### src/logic/ddrcs_defines.svh
// Constants for the DDR3 controller setup sequencer
`ifndef DDRCS_DEFINES_SVH
`define DDRCS_DEFINES_SVH
`define DDRCS_NREG 4'ha
`define DDRCS_LAST_IDX 4'h9
`define DDRCS_ALL_MASK 10'h3ff
`define DDRCS_ONE_MASK 10'h001
`define DDRCS_CFG_IDX 4'h0
`define DDRCS_REF_IDX 4'h1
`define DDRCS_SH_LAST 8'h24
`define DDRCS_OFF_CTRL 8'h28
`define DDRCS_OFF_STAT 8'h2c
`define DDRCS_DEV_BASE 8'h00
`define DDRCS_CTRL_START 0
`define DDRCS_CTRL_CLEAR 1
`define DDRCS_ST_BUSY 0
`define DDRCS_ST_DONE 1
`define DDRCS_ST_ERR_LO 8
`define DDRCS_ST_ERR_HI 12
`define DDRCS_ST_MASK_LO 16
`define DDRCS_ST_MASK_HI 25
`define DDRCS_CFG_MODE 0
`define DDRCS_CFG_WIDTH 1
`define DDRCS_CFG_BURST 2
`define DDRCS_CFG_ECC 3
`define DDRCS_CFG_COR 4
`define DDRCS_CFG_UNC 5
`define DDRCS_CFG_LARGE 6
`define DDRCS_MODE_DDR3 1'b1
`define DDRCS_REF_BL_LO 16
`define DDRCS_REF_BL_HI 19
`define DDRCS_BACKLOG 4'h8
`endif

### src/logic/ddrcs_pkg.sv
// Types for the DDR3 controller setup sequencer
package ddrcs_pkg;
  typedef enum logic [2:0] {ST_IDLE, ST_SEND, ST_START, ST_WAIT} ddrcs_state_type;
  typedef logic [3:0] ddrcs_idx_type;
endpackage

### src/logic/ddrcs_sh_if.sv
// Shadow register file access between the sequencer and its store
`timescale 1ns/10ps
interface ddrcs_sh_if;
  logic wr;
  ddrcs_pkg::ddrcs_idx_type widx;
  logic [31:0] wdata;
  ddrcs_pkg::ddrcs_idx_type ridx_a;
  ddrcs_pkg::ddrcs_idx_type ridx_b;
  logic [31:0] rdata_a;
  logic [31:0] rdata_b;
  logic [31:0] cfg_word;
  logic [31:0] ref_word;
  modport store(input wr, widx, wdata, ridx_a, ridx_b,
                output rdata_a, rdata_b, cfg_word, ref_word);
  modport user(output wr, widx, wdata, ridx_a, ridx_b,
               input rdata_a, rdata_b, cfg_word, ref_word);
endinterface

### src/logic/ddrcs_check.sv
// Sanity checks on the configuration and refresh words before sending
`timescale 1ns/10ps
`include "ddrcs_defines.svh"
module ddrcs_check (
  input wire logic [31:0] i_cfg,
  input wire logic [31:0] i_ref,
  output logic [3:0] o_fault
);
  always_comb begin
    o_fault[0] = i_cfg[`DDRCS_CFG_MODE] != `DDRCS_MODE_DDR3;
    o_fault[1] = i_cfg[`DDRCS_CFG_BURST] != i_cfg[`DDRCS_CFG_WIDTH];
    o_fault[2] = i_cfg[`DDRCS_CFG_ECC] | i_cfg[`DDRCS_CFG_COR] |
                 i_cfg[`DDRCS_CFG_UNC] | i_cfg[`DDRCS_CFG_LARGE];
    o_fault[3] = i_ref[`DDRCS_REF_BL_HI:`DDRCS_REF_BL_LO] != `DDRCS_BACKLOG;
  end
endmodule

### src/logic/ddrcs_shadow.sv
// Shadow copies of the ten device setup words
`timescale 1ns/10ps
`include "ddrcs_defines.svh"
module ddrcs_shadow (
  input wire logic i_clk,
  input wire logic i_rst,
  ddrcs_sh_if.store sh
);
  logic [31:0] mem_r [0:9];
  logic [31:0] mem_nxt [0:9];

  always_comb begin
    for (int i = 0; i < 10; i++) begin
      mem_nxt[i] = mem_r[i];
    end
    if (sh.wr && sh.widx < `DDRCS_NREG) begin
      mem_nxt[sh.widx] = sh.wdata;
    end
  end

  always_ff @(posedge i_clk) begin
    for (int i = 0; i < 10; i++) begin
      if (i_rst) begin
        mem_r[i] <= 32'h0;
      end else begin
        mem_r[i] <= mem_nxt[i];
      end
    end
  end

  assign sh.rdata_a = (sh.ridx_a < `DDRCS_NREG) ? mem_r[sh.ridx_a] : 32'h0;
  assign sh.rdata_b = (sh.ridx_b < `DDRCS_NREG) ? mem_r[sh.ridx_b] : 32'h0;
  assign sh.cfg_word = mem_r[`DDRCS_CFG_IDX];
  assign sh.ref_word = mem_r[`DDRCS_REF_IDX];
endmodule

### src/logic/ddrcs_top.sv
// Host sequencer that loads the DDR3 controller setup words and starts init
//
// How it works
// - All ten setup words go to the controller before the init request is issued.
// - Every word, termination and second-rank ones included, must be loaded before a start.
// - The memory-type field must be 1, selecting DDR3 operation.
// - The byte-lane field is 0 for one lane and 1 for two lanes.
// - The column top-bit field carries the column bit count minus one.
// - The row top-bit field carries the row bit count minus one.
// - The transfer-width field must equal the byte-lane field.
// - Check-code, error forwarding and large-map bits stay 0 during init.
// - Refresh interval is tREFI over 3.2 ns rounded down, backlog limit is 8.
// - The power-up wait field holds the reset-exit delay in cycles minus one.
//
// Local design decisions: the plain strobed port and the address map.
`timescale 1ns/10ps
`include "ddrcs_defines.svh"
module ddrcs_top (
  input wire logic I_CLK,
  input wire logic I_RST,
  input wire logic [7:0] I_ADDR,
  input wire logic [31:0] I_WDATA,
  input wire logic I_WR,
  input wire logic I_RD,
  output logic [31:0] O_RDATA,
  output logic O_DEV_WR,
  output logic [7:0] O_DEV_ADDR,
  output logic [31:0] O_DEV_WDATA,
  output logic O_DEV_INIT,
  input wire logic I_DEV_INIT_DONE
);
  ddrcs_pkg::ddrcs_state_type state_r;
  ddrcs_pkg::ddrcs_state_type state_nxt;
  ddrcs_pkg::ddrcs_idx_type idx_r;
  ddrcs_pkg::ddrcs_idx_type idx_nxt;
  logic [9:0] mask_r;
  logic [9:0] mask_nxt;
  logic [4:0] err_r;
  logic [4:0] err_nxt;
  logic done_r;
  logic done_nxt;
  logic dev_wr_r;
  logic dev_wr_nxt;
  logic [7:0] dev_addr_r;
  logic [7:0] dev_addr_nxt;
  logic [31:0] dev_wdata_r;
  logic [31:0] dev_wdata_nxt;
  logic dev_init_r;
  logic dev_init_nxt;
  logic [31:0] rdata_r;
  logic [31:0] rdata_nxt;
  logic [3:0] fault;
  logic [31:0] stat_word;
  logic busy;
  logic wr_ctrl;
  logic start_req;
  logic clear_req;

  ddrcs_sh_if sh();

  ddrcs_shadow u_shadow (
    .i_clk(I_CLK),
    .i_rst(I_RST),
    .sh(sh.store)
  );

  ddrcs_check u_check (
    .i_cfg(sh.cfg_word),
    .i_ref(sh.ref_word),
    .o_fault(fault)
  );

  // Shadow window decode, shared by writes and reads
  function automatic logic is_shadow(input logic [7:0] a);
    is_shadow = (a <= `DDRCS_SH_LAST) && (a[1:0] == 2'h0);
  endfunction

  assign busy = state_r != ddrcs_pkg::ST_IDLE;
  assign wr_ctrl = I_WR && (I_ADDR == `DDRCS_OFF_CTRL);
  assign start_req = wr_ctrl && I_WDATA[`DDRCS_CTRL_START];
  assign clear_req = wr_ctrl && I_WDATA[`DDRCS_CTRL_CLEAR];

  // Shadow words are frozen while a load is in flight
  assign sh.wr = I_WR && is_shadow(I_ADDR) && !busy;
  assign sh.widx = I_ADDR[5:2];
  assign sh.wdata = I_WDATA;
  assign sh.ridx_a = I_ADDR[5:2];
  assign sh.ridx_b = idx_r;

  always_comb begin
    stat_word = 32'h0;
    stat_word[`DDRCS_ST_BUSY] = busy;
    stat_word[`DDRCS_ST_DONE] = done_r;
    stat_word[`DDRCS_ST_ERR_HI:`DDRCS_ST_ERR_LO] = err_r;
    stat_word[`DDRCS_ST_MASK_HI:`DDRCS_ST_MASK_LO] = mask_r;
  end

  // Sequencer next state
  always_comb begin
    state_nxt = state_r;
    idx_nxt = idx_r;
    dev_wr_nxt = 1'b0;
    dev_addr_nxt = dev_addr_r;
    dev_wdata_nxt = dev_wdata_r;
    dev_init_nxt = 1'b0;
    mask_nxt = mask_r;
    if (sh.wr) begin
      mask_nxt = mask_r | (`DDRCS_ONE_MASK << sh.widx);
    end
    err_nxt = clear_req ? 5'h00 : err_r;
    done_nxt = clear_req ? 1'b0 : done_r;
    case (state_r)
      ddrcs_pkg::ST_IDLE: begin
        if (start_req) begin
          // Error set is applied after the clear, so it wins
          if (fault != 4'h0 || mask_r != `DDRCS_ALL_MASK) begin
            err_nxt = err_nxt | {mask_r != `DDRCS_ALL_MASK, fault};
          end else begin
            state_nxt = ddrcs_pkg::ST_SEND;
            idx_nxt = 4'h0;
            done_nxt = 1'b0;
          end
        end
      end
      ddrcs_pkg::ST_SEND: begin
        dev_wr_nxt = 1'b1;
        dev_addr_nxt = `DDRCS_DEV_BASE + {4'h0, idx_r};
        // Fields are forwarded exactly as software loaded them
        dev_wdata_nxt = sh.rdata_b;
        if (idx_r == `DDRCS_LAST_IDX) begin
          state_nxt = ddrcs_pkg::ST_START;
        end else begin
          idx_nxt = idx_r + 4'h1;
        end
      end
      ddrcs_pkg::ST_START: begin
        dev_init_nxt = 1'b1;
        state_nxt = ddrcs_pkg::ST_WAIT;
      end
      ddrcs_pkg::ST_WAIT: begin
        if (I_DEV_INIT_DONE) begin
          done_nxt = 1'b1;
          state_nxt = ddrcs_pkg::ST_IDLE;
        end
      end
      default: begin
        state_nxt = ddrcs_pkg::ST_IDLE;
      end
    endcase
  end

  always_ff @(posedge I_CLK) begin
    if (I_RST) begin
      state_r <= ddrcs_pkg::ST_IDLE;
      idx_r <= 4'h0;
      mask_r <= 10'h000;
      err_r <= 5'h00;
      done_r <= 1'b0;
      dev_wr_r <= 1'b0;
      dev_addr_r <= 8'h00;
      dev_wdata_r <= 32'h0;
      dev_init_r <= 1'b0;
    end else begin
      state_r <= state_nxt;
      idx_r <= idx_nxt;
      mask_r <= mask_nxt;
      err_r <= err_nxt;
      done_r <= done_nxt;
      dev_wr_r <= dev_wr_nxt;
      dev_addr_r <= dev_addr_nxt;
      dev_wdata_r <= dev_wdata_nxt;
      dev_init_r <= dev_init_nxt;
    end
  end

  // Read data for the cycle after the strobe
  always_comb begin
    rdata_nxt = 32'h0;
    if (I_RD) begin
      if (is_shadow(I_ADDR)) begin
        rdata_nxt = sh.rdata_a;
      end else if (I_ADDR == `DDRCS_OFF_STAT) begin
        rdata_nxt = stat_word;
      end
    end
  end

  always_ff @(posedge I_CLK) begin
    if (I_RST) begin
      rdata_r <= 32'h0;
    end else begin
      rdata_r <= rdata_nxt;
    end
  end

  assign O_RDATA = rdata_r;
  assign O_DEV_WR = dev_wr_r;
  assign O_DEV_ADDR = dev_addr_r;
  assign O_DEV_WDATA = dev_wdata_r;
  assign O_DEV_INIT = dev_init_r;
endmodule
### config.mk
export PLATFORM = sky130hd
export DESIGN_NAME = ddrcs_top
export DESIGN_NICKNAME = d
export VERILOG_FILES = /design/src/logic/ddrcs_pkg.sv /design/src/logic/ddrcs_sh_if.sv /design/src/logic/ddrcs_check.sv /design/src/logic/ddrcs_shadow.sv /design/src/logic/ddrcs_top.sv
export VERILOG_INCLUDE_DIRS = /design/src /design/src/logic
export SDC_FILE = /design/constraint.sdc
export NUM_CORES = 1
export LEC_CHECK = 0
export ABC_CLOCK_PERIOD_IN_PS = 2400
export BUFFER_PORTS_ARGS = -buffer_cell sky130_fd_sc_hd__buf_2
export CORE_MARGIN = 10
export CORE_UTILIZATION = 43
export DETAILED_ROUTE_END_ITERATION = 10
export PLACE_DENSITY = 0.64
export SYNTH_ARGS = -nofsm -noshare
export SYNTH_HDL_FRONTEND = slang
export SYNTH_SLANG_ARGS = --single-unit
### constraint.sdc
create_clock -name I_CLK -period 2.4 [get_ports I_CLK]
set_clock_uncertainty 0.05 [all_clocks]
set_input_delay 0.48 -clock I_CLK [delete_from_list [all_inputs] [get_ports I_CLK]]
set_output_delay 0.48 -clock I_CLK [all_outputs]
set_load 0.01 [all_outputs]
Word-level counts from Yosys, hierarchy flattened
Memory sizes are Yosys's and may differ from the RTL's. A register that Yosys moved wholly into a read port is not among the register bits.
Index checks and enable logic that the tools add are counted.
Widths: inputs -> output; s select.
Cells by class
  $add $sub $neg: 1
  order comparisons: 5
  equality and inequality tests: 14
  shift-type cells: 1
  mux-type cells: 43
  bitwise operators: 18
  reductions and logical operators: 18
Operators by type and width (count)
  $mux 32: 14
  $bwmux 320: 1
  $mux 320: 1
  $demux 32 s4: 1
  $mux 26: 1
  $mux 4: 5
  $mux 5: 4
  $eq 8x6->1 const B: 2
  $or 1x1->1: 13
  $mux 3: 4
  $pmux 3 s4: 1
  $ne 10x10->1 const B: 1
  $ne 2x2->1 const B: 5
  $or 10x10->10: 1
  $shl 1x4->10 const A: 1
  $mux 1: 9
  $le 8x6->1 const B: 1
  $logic_and 1x1->1: 8
  $lt 4x4->1 const B: 2
  $pmux 4 s2: 1
  $reduce_and 4->1: 2
  $eq 3x2->1 const B: 2
  $ge 5x5->1 const B: 1
  $lt 5x1->1 const B: 1
  17 further kinds: 18
Storage, ports and cells
  flip-flop bits (word level): 93
  bits in writable memories: 320
  bits of input ports: 45
  logic and storage cells: 111
  memories: 1
Memory list
  u_shadow.mem_r: depth 10, width 32, rd ports 12, clocked after memory_dff 1, write ports 10, RTL line ddrcs_shadow.sv:9  | logic [31:0] mem_r [0:9];

Depth between registers and ports, before layout
An unclocked memory read counts as a cell.
  depth in word-level cells: 11
  gate-level depth with buffers: 9
  mapped depth without buffers: 7

By module
Synthesis repeated with hierarchy kept, for this count alone.
Second synthesis, totals
  cell total of the unflattened synthesis: 2431
  area, all modules: 20908.8 sq um
By module, submodules not included
  ddrcs_shadow: times used 1, cells each 2103, area an instance 17514.3 sq um, seq. area each 6406.1 sq um
  ddrcs_top: times used 1, cells each 324, area an instance 3364.5 sq um, seq. area each 1841.8 sq um
  ddrcs_check: times used 1, cells each 4, area an instance 30.0 sq um, seq. area each 0.0 sq um

Worst setup path before layout
OpenSTA, ideal clock, no wires.
  kind: input to register
  start point: input port I_ADDR[2]
  end point: register rdata_r[22], in the netlist O_RDATA[22]
  setup time: 131 ps
  data arrival time: 2047 ps
  setup slack: 172 ps
  stages on the path: 7
  path buffers: 3
  path through: buf_2 > buf_2 > buf_2 > mux4_2 > a22o_1 > a21oi_1 > o21ai_0
Between the ends
  cells in the longest elaborated chain, start to end: 3
RTL lines
  start: declaration: RTL line ddrcs_top.sv:21  | input wire logic [7:0] I_ADDR,
  $le 8x6->1 (no source line) (tied with other cells)
  $logic_and 1x1->1 (tied with other cells): RTL line ddrcs_top.sv:75  | is_shadow = (a <= `DDRCS_SH_LAST) && (a[1:0] == 2'h0);
  $mux 32 *: RTL line ddrcs_top.sv:180  | if (is_shadow(I_ADDR)) begin
  end signal: assignment: RTL line ddrcs_top.sv:192  | rdata_r <= rdata_nxt;
  end: declaration: RTL line ddrcs_top.sv:50  | logic [31:0] rdata_r;
Mark *: on every way between the ends. The rest lies on a longest branch, timed or not.
A chain may end at the register's enable or synchronous reset.

==> summary.md <==
| Metric | Value |
|---|---|
| Outcome | completed |
| Post-route cell area | between 20000 and 25000 sq um |
| Pin count of the biggest net entering global routing | 195 |
| Max H-tree Level | 2 |
| Cts bufs inserted | between 40 and 50 |
| Crit end category | register |
| Fin Setup TNS | 0 ns |
| Slew Limit Headroom | 27.7% |
| Vias in the first global route | roughly 16000 |
| First drt pass iteration count | 6 |
| Sequential area share after synthesis | between 40 and 50% |
| Synthesized cell area | roughly 19000 sq um |
| Slew Limit Fails | 0 |
| First-pass GRT wire length | 94.9 mm |
| GPL Wtd Cong | roughly 0.84 |
| Async SR Flop Fraction | 0% |
| Post-synth EDFFs | 0 |
| Ys flop type | dfxtp_1 |
| Synth Instances | approximately 2200 |
| DR vias/cell | 5.82 |
| Reg2Reg Depth | 6 |
| Die W | around 230 microns |
| Peak VDD IR | between 0.0004 and 0.0005 V |
| Initial antenna violation count | 3 |
| Seq cells post-synth | 416 |
| Total track usage | between 20% and 30% |
| Clock Pin Slew Worst Setup and Hold Paths | around 0.060 ns |
| Cell Area, Placed | approximately 21000 sq um |
| Area delta synth->final | 16.2% |
| Drt total wl | 62.0 mm |
| Clock Sinks | around 420 |
| Worst EP arrival | approximately 2.8 ns |
| Multi-input logic area | between 9000 and 10000 sq um |
| Layout Nets | between 2000 and 2500 |
| Starting density of the core | between 40 and 50% |
| Most frequent cells in the layout | nand2_1, dfxtp_1, a21oi_1 |
| Hold Crit Class | input pin to register |
| CP max FO | 10 |
| Site Rows | 77 |
| Post-route ant nets | 0 |
| Clock latency at the later pin of the worst-skew pair | approximately 0.59 ns |
| Final min period | between 2 and 2.5 ns |
| CP Launch Type | register |
| Core Region | 44200 sq um |
| R2R Path Start | u_shadow.mem_r[0][3] |
| Leakage | 7.61 nW |
| Residual DRC | 0 |
| Root buf cell | clkbuf_16 |
| Synth unique cells | 46 |
| Routed WL per cell | about 22 microns |
| Hold Startpoint | I_RST |
| Worst-margin pin slew | between 1 and 1.5 ns |
| Routed vias | between 15000 and 20000 |
| Syn. warnings | 0 |
| Crit. Startpoint | u_shadow.mem_r[0][3] |
| Tcrit/Tclk final | a little over nine tenths |
| CP Data Required Time | 2.82 ns |
| Final hold vios | 0 |
| Gr ovfl total | 0 |
| Setup Viol. Count Final | 0 |
| HPWL Detailed | ~40 mm |
| Layout cells sized above 1 | between 20% and 30% |
| Port Buf Inserts | approximately 110 |
| Max Root-Sink Buffers | 3 |
| Most common cell after layout, fill and taps aside | nand2_1 |
| RSZ-0062 raised after global routing | false |
| Cell Pwr Density | ~660 nW/um^2 |
| Hold path depth | 2 |
| Register area | 8340 sq um |
| Die area | between 50000 and 60000 sq um |
| Filler cells | 3998 |
| Num ports | 119 |
| WS Path Type | register to register |
| WHS | between 0.1 and 0.15 ns |
| Setup bufs post-CTS | 0 |
| Initial DRC Count | ~1600 |
| Die Y | around 230 microns |
| Max-Cap Viols | 0 |
| TritonCTS clock tree | done |
| Synthesized area per cell | about 8.9 sq um |
| Fmax | about 420 MHz |
## metal layers
metal | part of all wire [%] | global-route usage, % | vias to the layer above | routed length (microns)
met5 | 0.031 | 0 | - | 19
met4 | 3.2 | 8.22 | 4 | 1960
met3 | 8.7 | 4.28 | 135 | 5420
met2 | 48 | 37.2 | 747 | 29400
met1 | 41 | 28.9 | 7987 | 25100
li1 | - | - | 7591 | -
## logic make-up after synthesis
group | count (synthesis) | synth area share (%)
xor gates and xnor gates | 1 | 0.0456
adders and majority gates | 7 | 0.456
muxes | 196 | 18.7
other | 1 | 0.0195
and+or+nand+nor | 798 | 17.0
AOI/OAI and AO/OA | 519 | 15.5
DFF | 416 | 43.4
buffers and inverters | 230 | 4.95
## layout make-up
type / count / share of cell area [%]
diodes: 1 / 0.0112
clock buffers: 61 / 5.76
clock inverters: 15 / 0.791
inverters: 7 / 0.118
multi-input cells: 1525 / 44.8
flip-flops and latches: 416 / 37.4
well taps: 592 / 3.32
repair buffers: 213 / 7.82
## final timing paths
check	endpoint	slack (ns)
hold reg to reg	u_shadow.mem_r[7][5]	0.41
setup / recovery	register	0.04
hold / removal	O_DEV_INIT	0.10
setup reg to reg	register	0.04
## repair_timing
item / in CTS / in global routing
hold buffers: 0 / 0
setup endpoints to repair: 4 / 6
gates resized for setup: 1 / 1
## worst max-delay path: stages, from the launching register on
cell	delay (ns)
dfxtp_1	0.38
nor4_2	0.40
buf_4	0.19
and4_1	0.26
a31oi_2	0.21
or4_1	0.55
a31oi_1	0.23
## cells in the mapped netlist, drive strengths merged (6+ instances only)
master | instances | share of area, %
nand2 | 663 | 13
dfxtp | 416 | 43
a21oi | 371 | 9.7
clkbuf | 162 | 3.2
mux4 | 128 | 15
a211oi | 62 | 2.4
buf | 61 | 1.6
mux2i | 51 | 2.7
nor2b | 51 | 1.7
a22o | 49 | 2.2
nor2 | 44 | 0.87
o21ai | 23 | 0.60
mux2 | 17 | 1.0
ha | 7 | 0.46
inv | 7 | 0.14
or2 | 7 | 0.23
nand4 | 6 | 0.20
## registers in the layout (all words and copies together), names as in the netlist, named ones only
name	cells
mask_r	10
state_r	2
done_r	1
O_RDATA	32
err_r	5
idx_r	4
O_DEV_ADDR	4
u_shadow.mem_r	320
O_DEV_WDATA	32
O_DEV_WR	1
O_DEV_INIT	1
## through the flow
stage / instances / setup WS, ns / power, mW / utilization [%]
after floorplan: 2171 / 0.172 / 7.62 / -
after global placement: 2753 / -0.0393 / 7.92 / 47.1
after detailed placement: 2753 / -0.0243 / 7.93 / 47.1
after CTS: 2829 / 0.0280 / 14.8 / 50.4
after global routing: 2830 / 0.0106 / 15.1 / 50.5
final: 2830 / 0.0370 / 14.7 / 50.5
## power by group
group	switching (mW)	internal, mW
Sequential	0.0168	6.92
Clock	2.85	4.06
Combinational	0.598	0.248
Total	3.46	11.2
No activity file was read; power rests on OpenSTA's default activity.
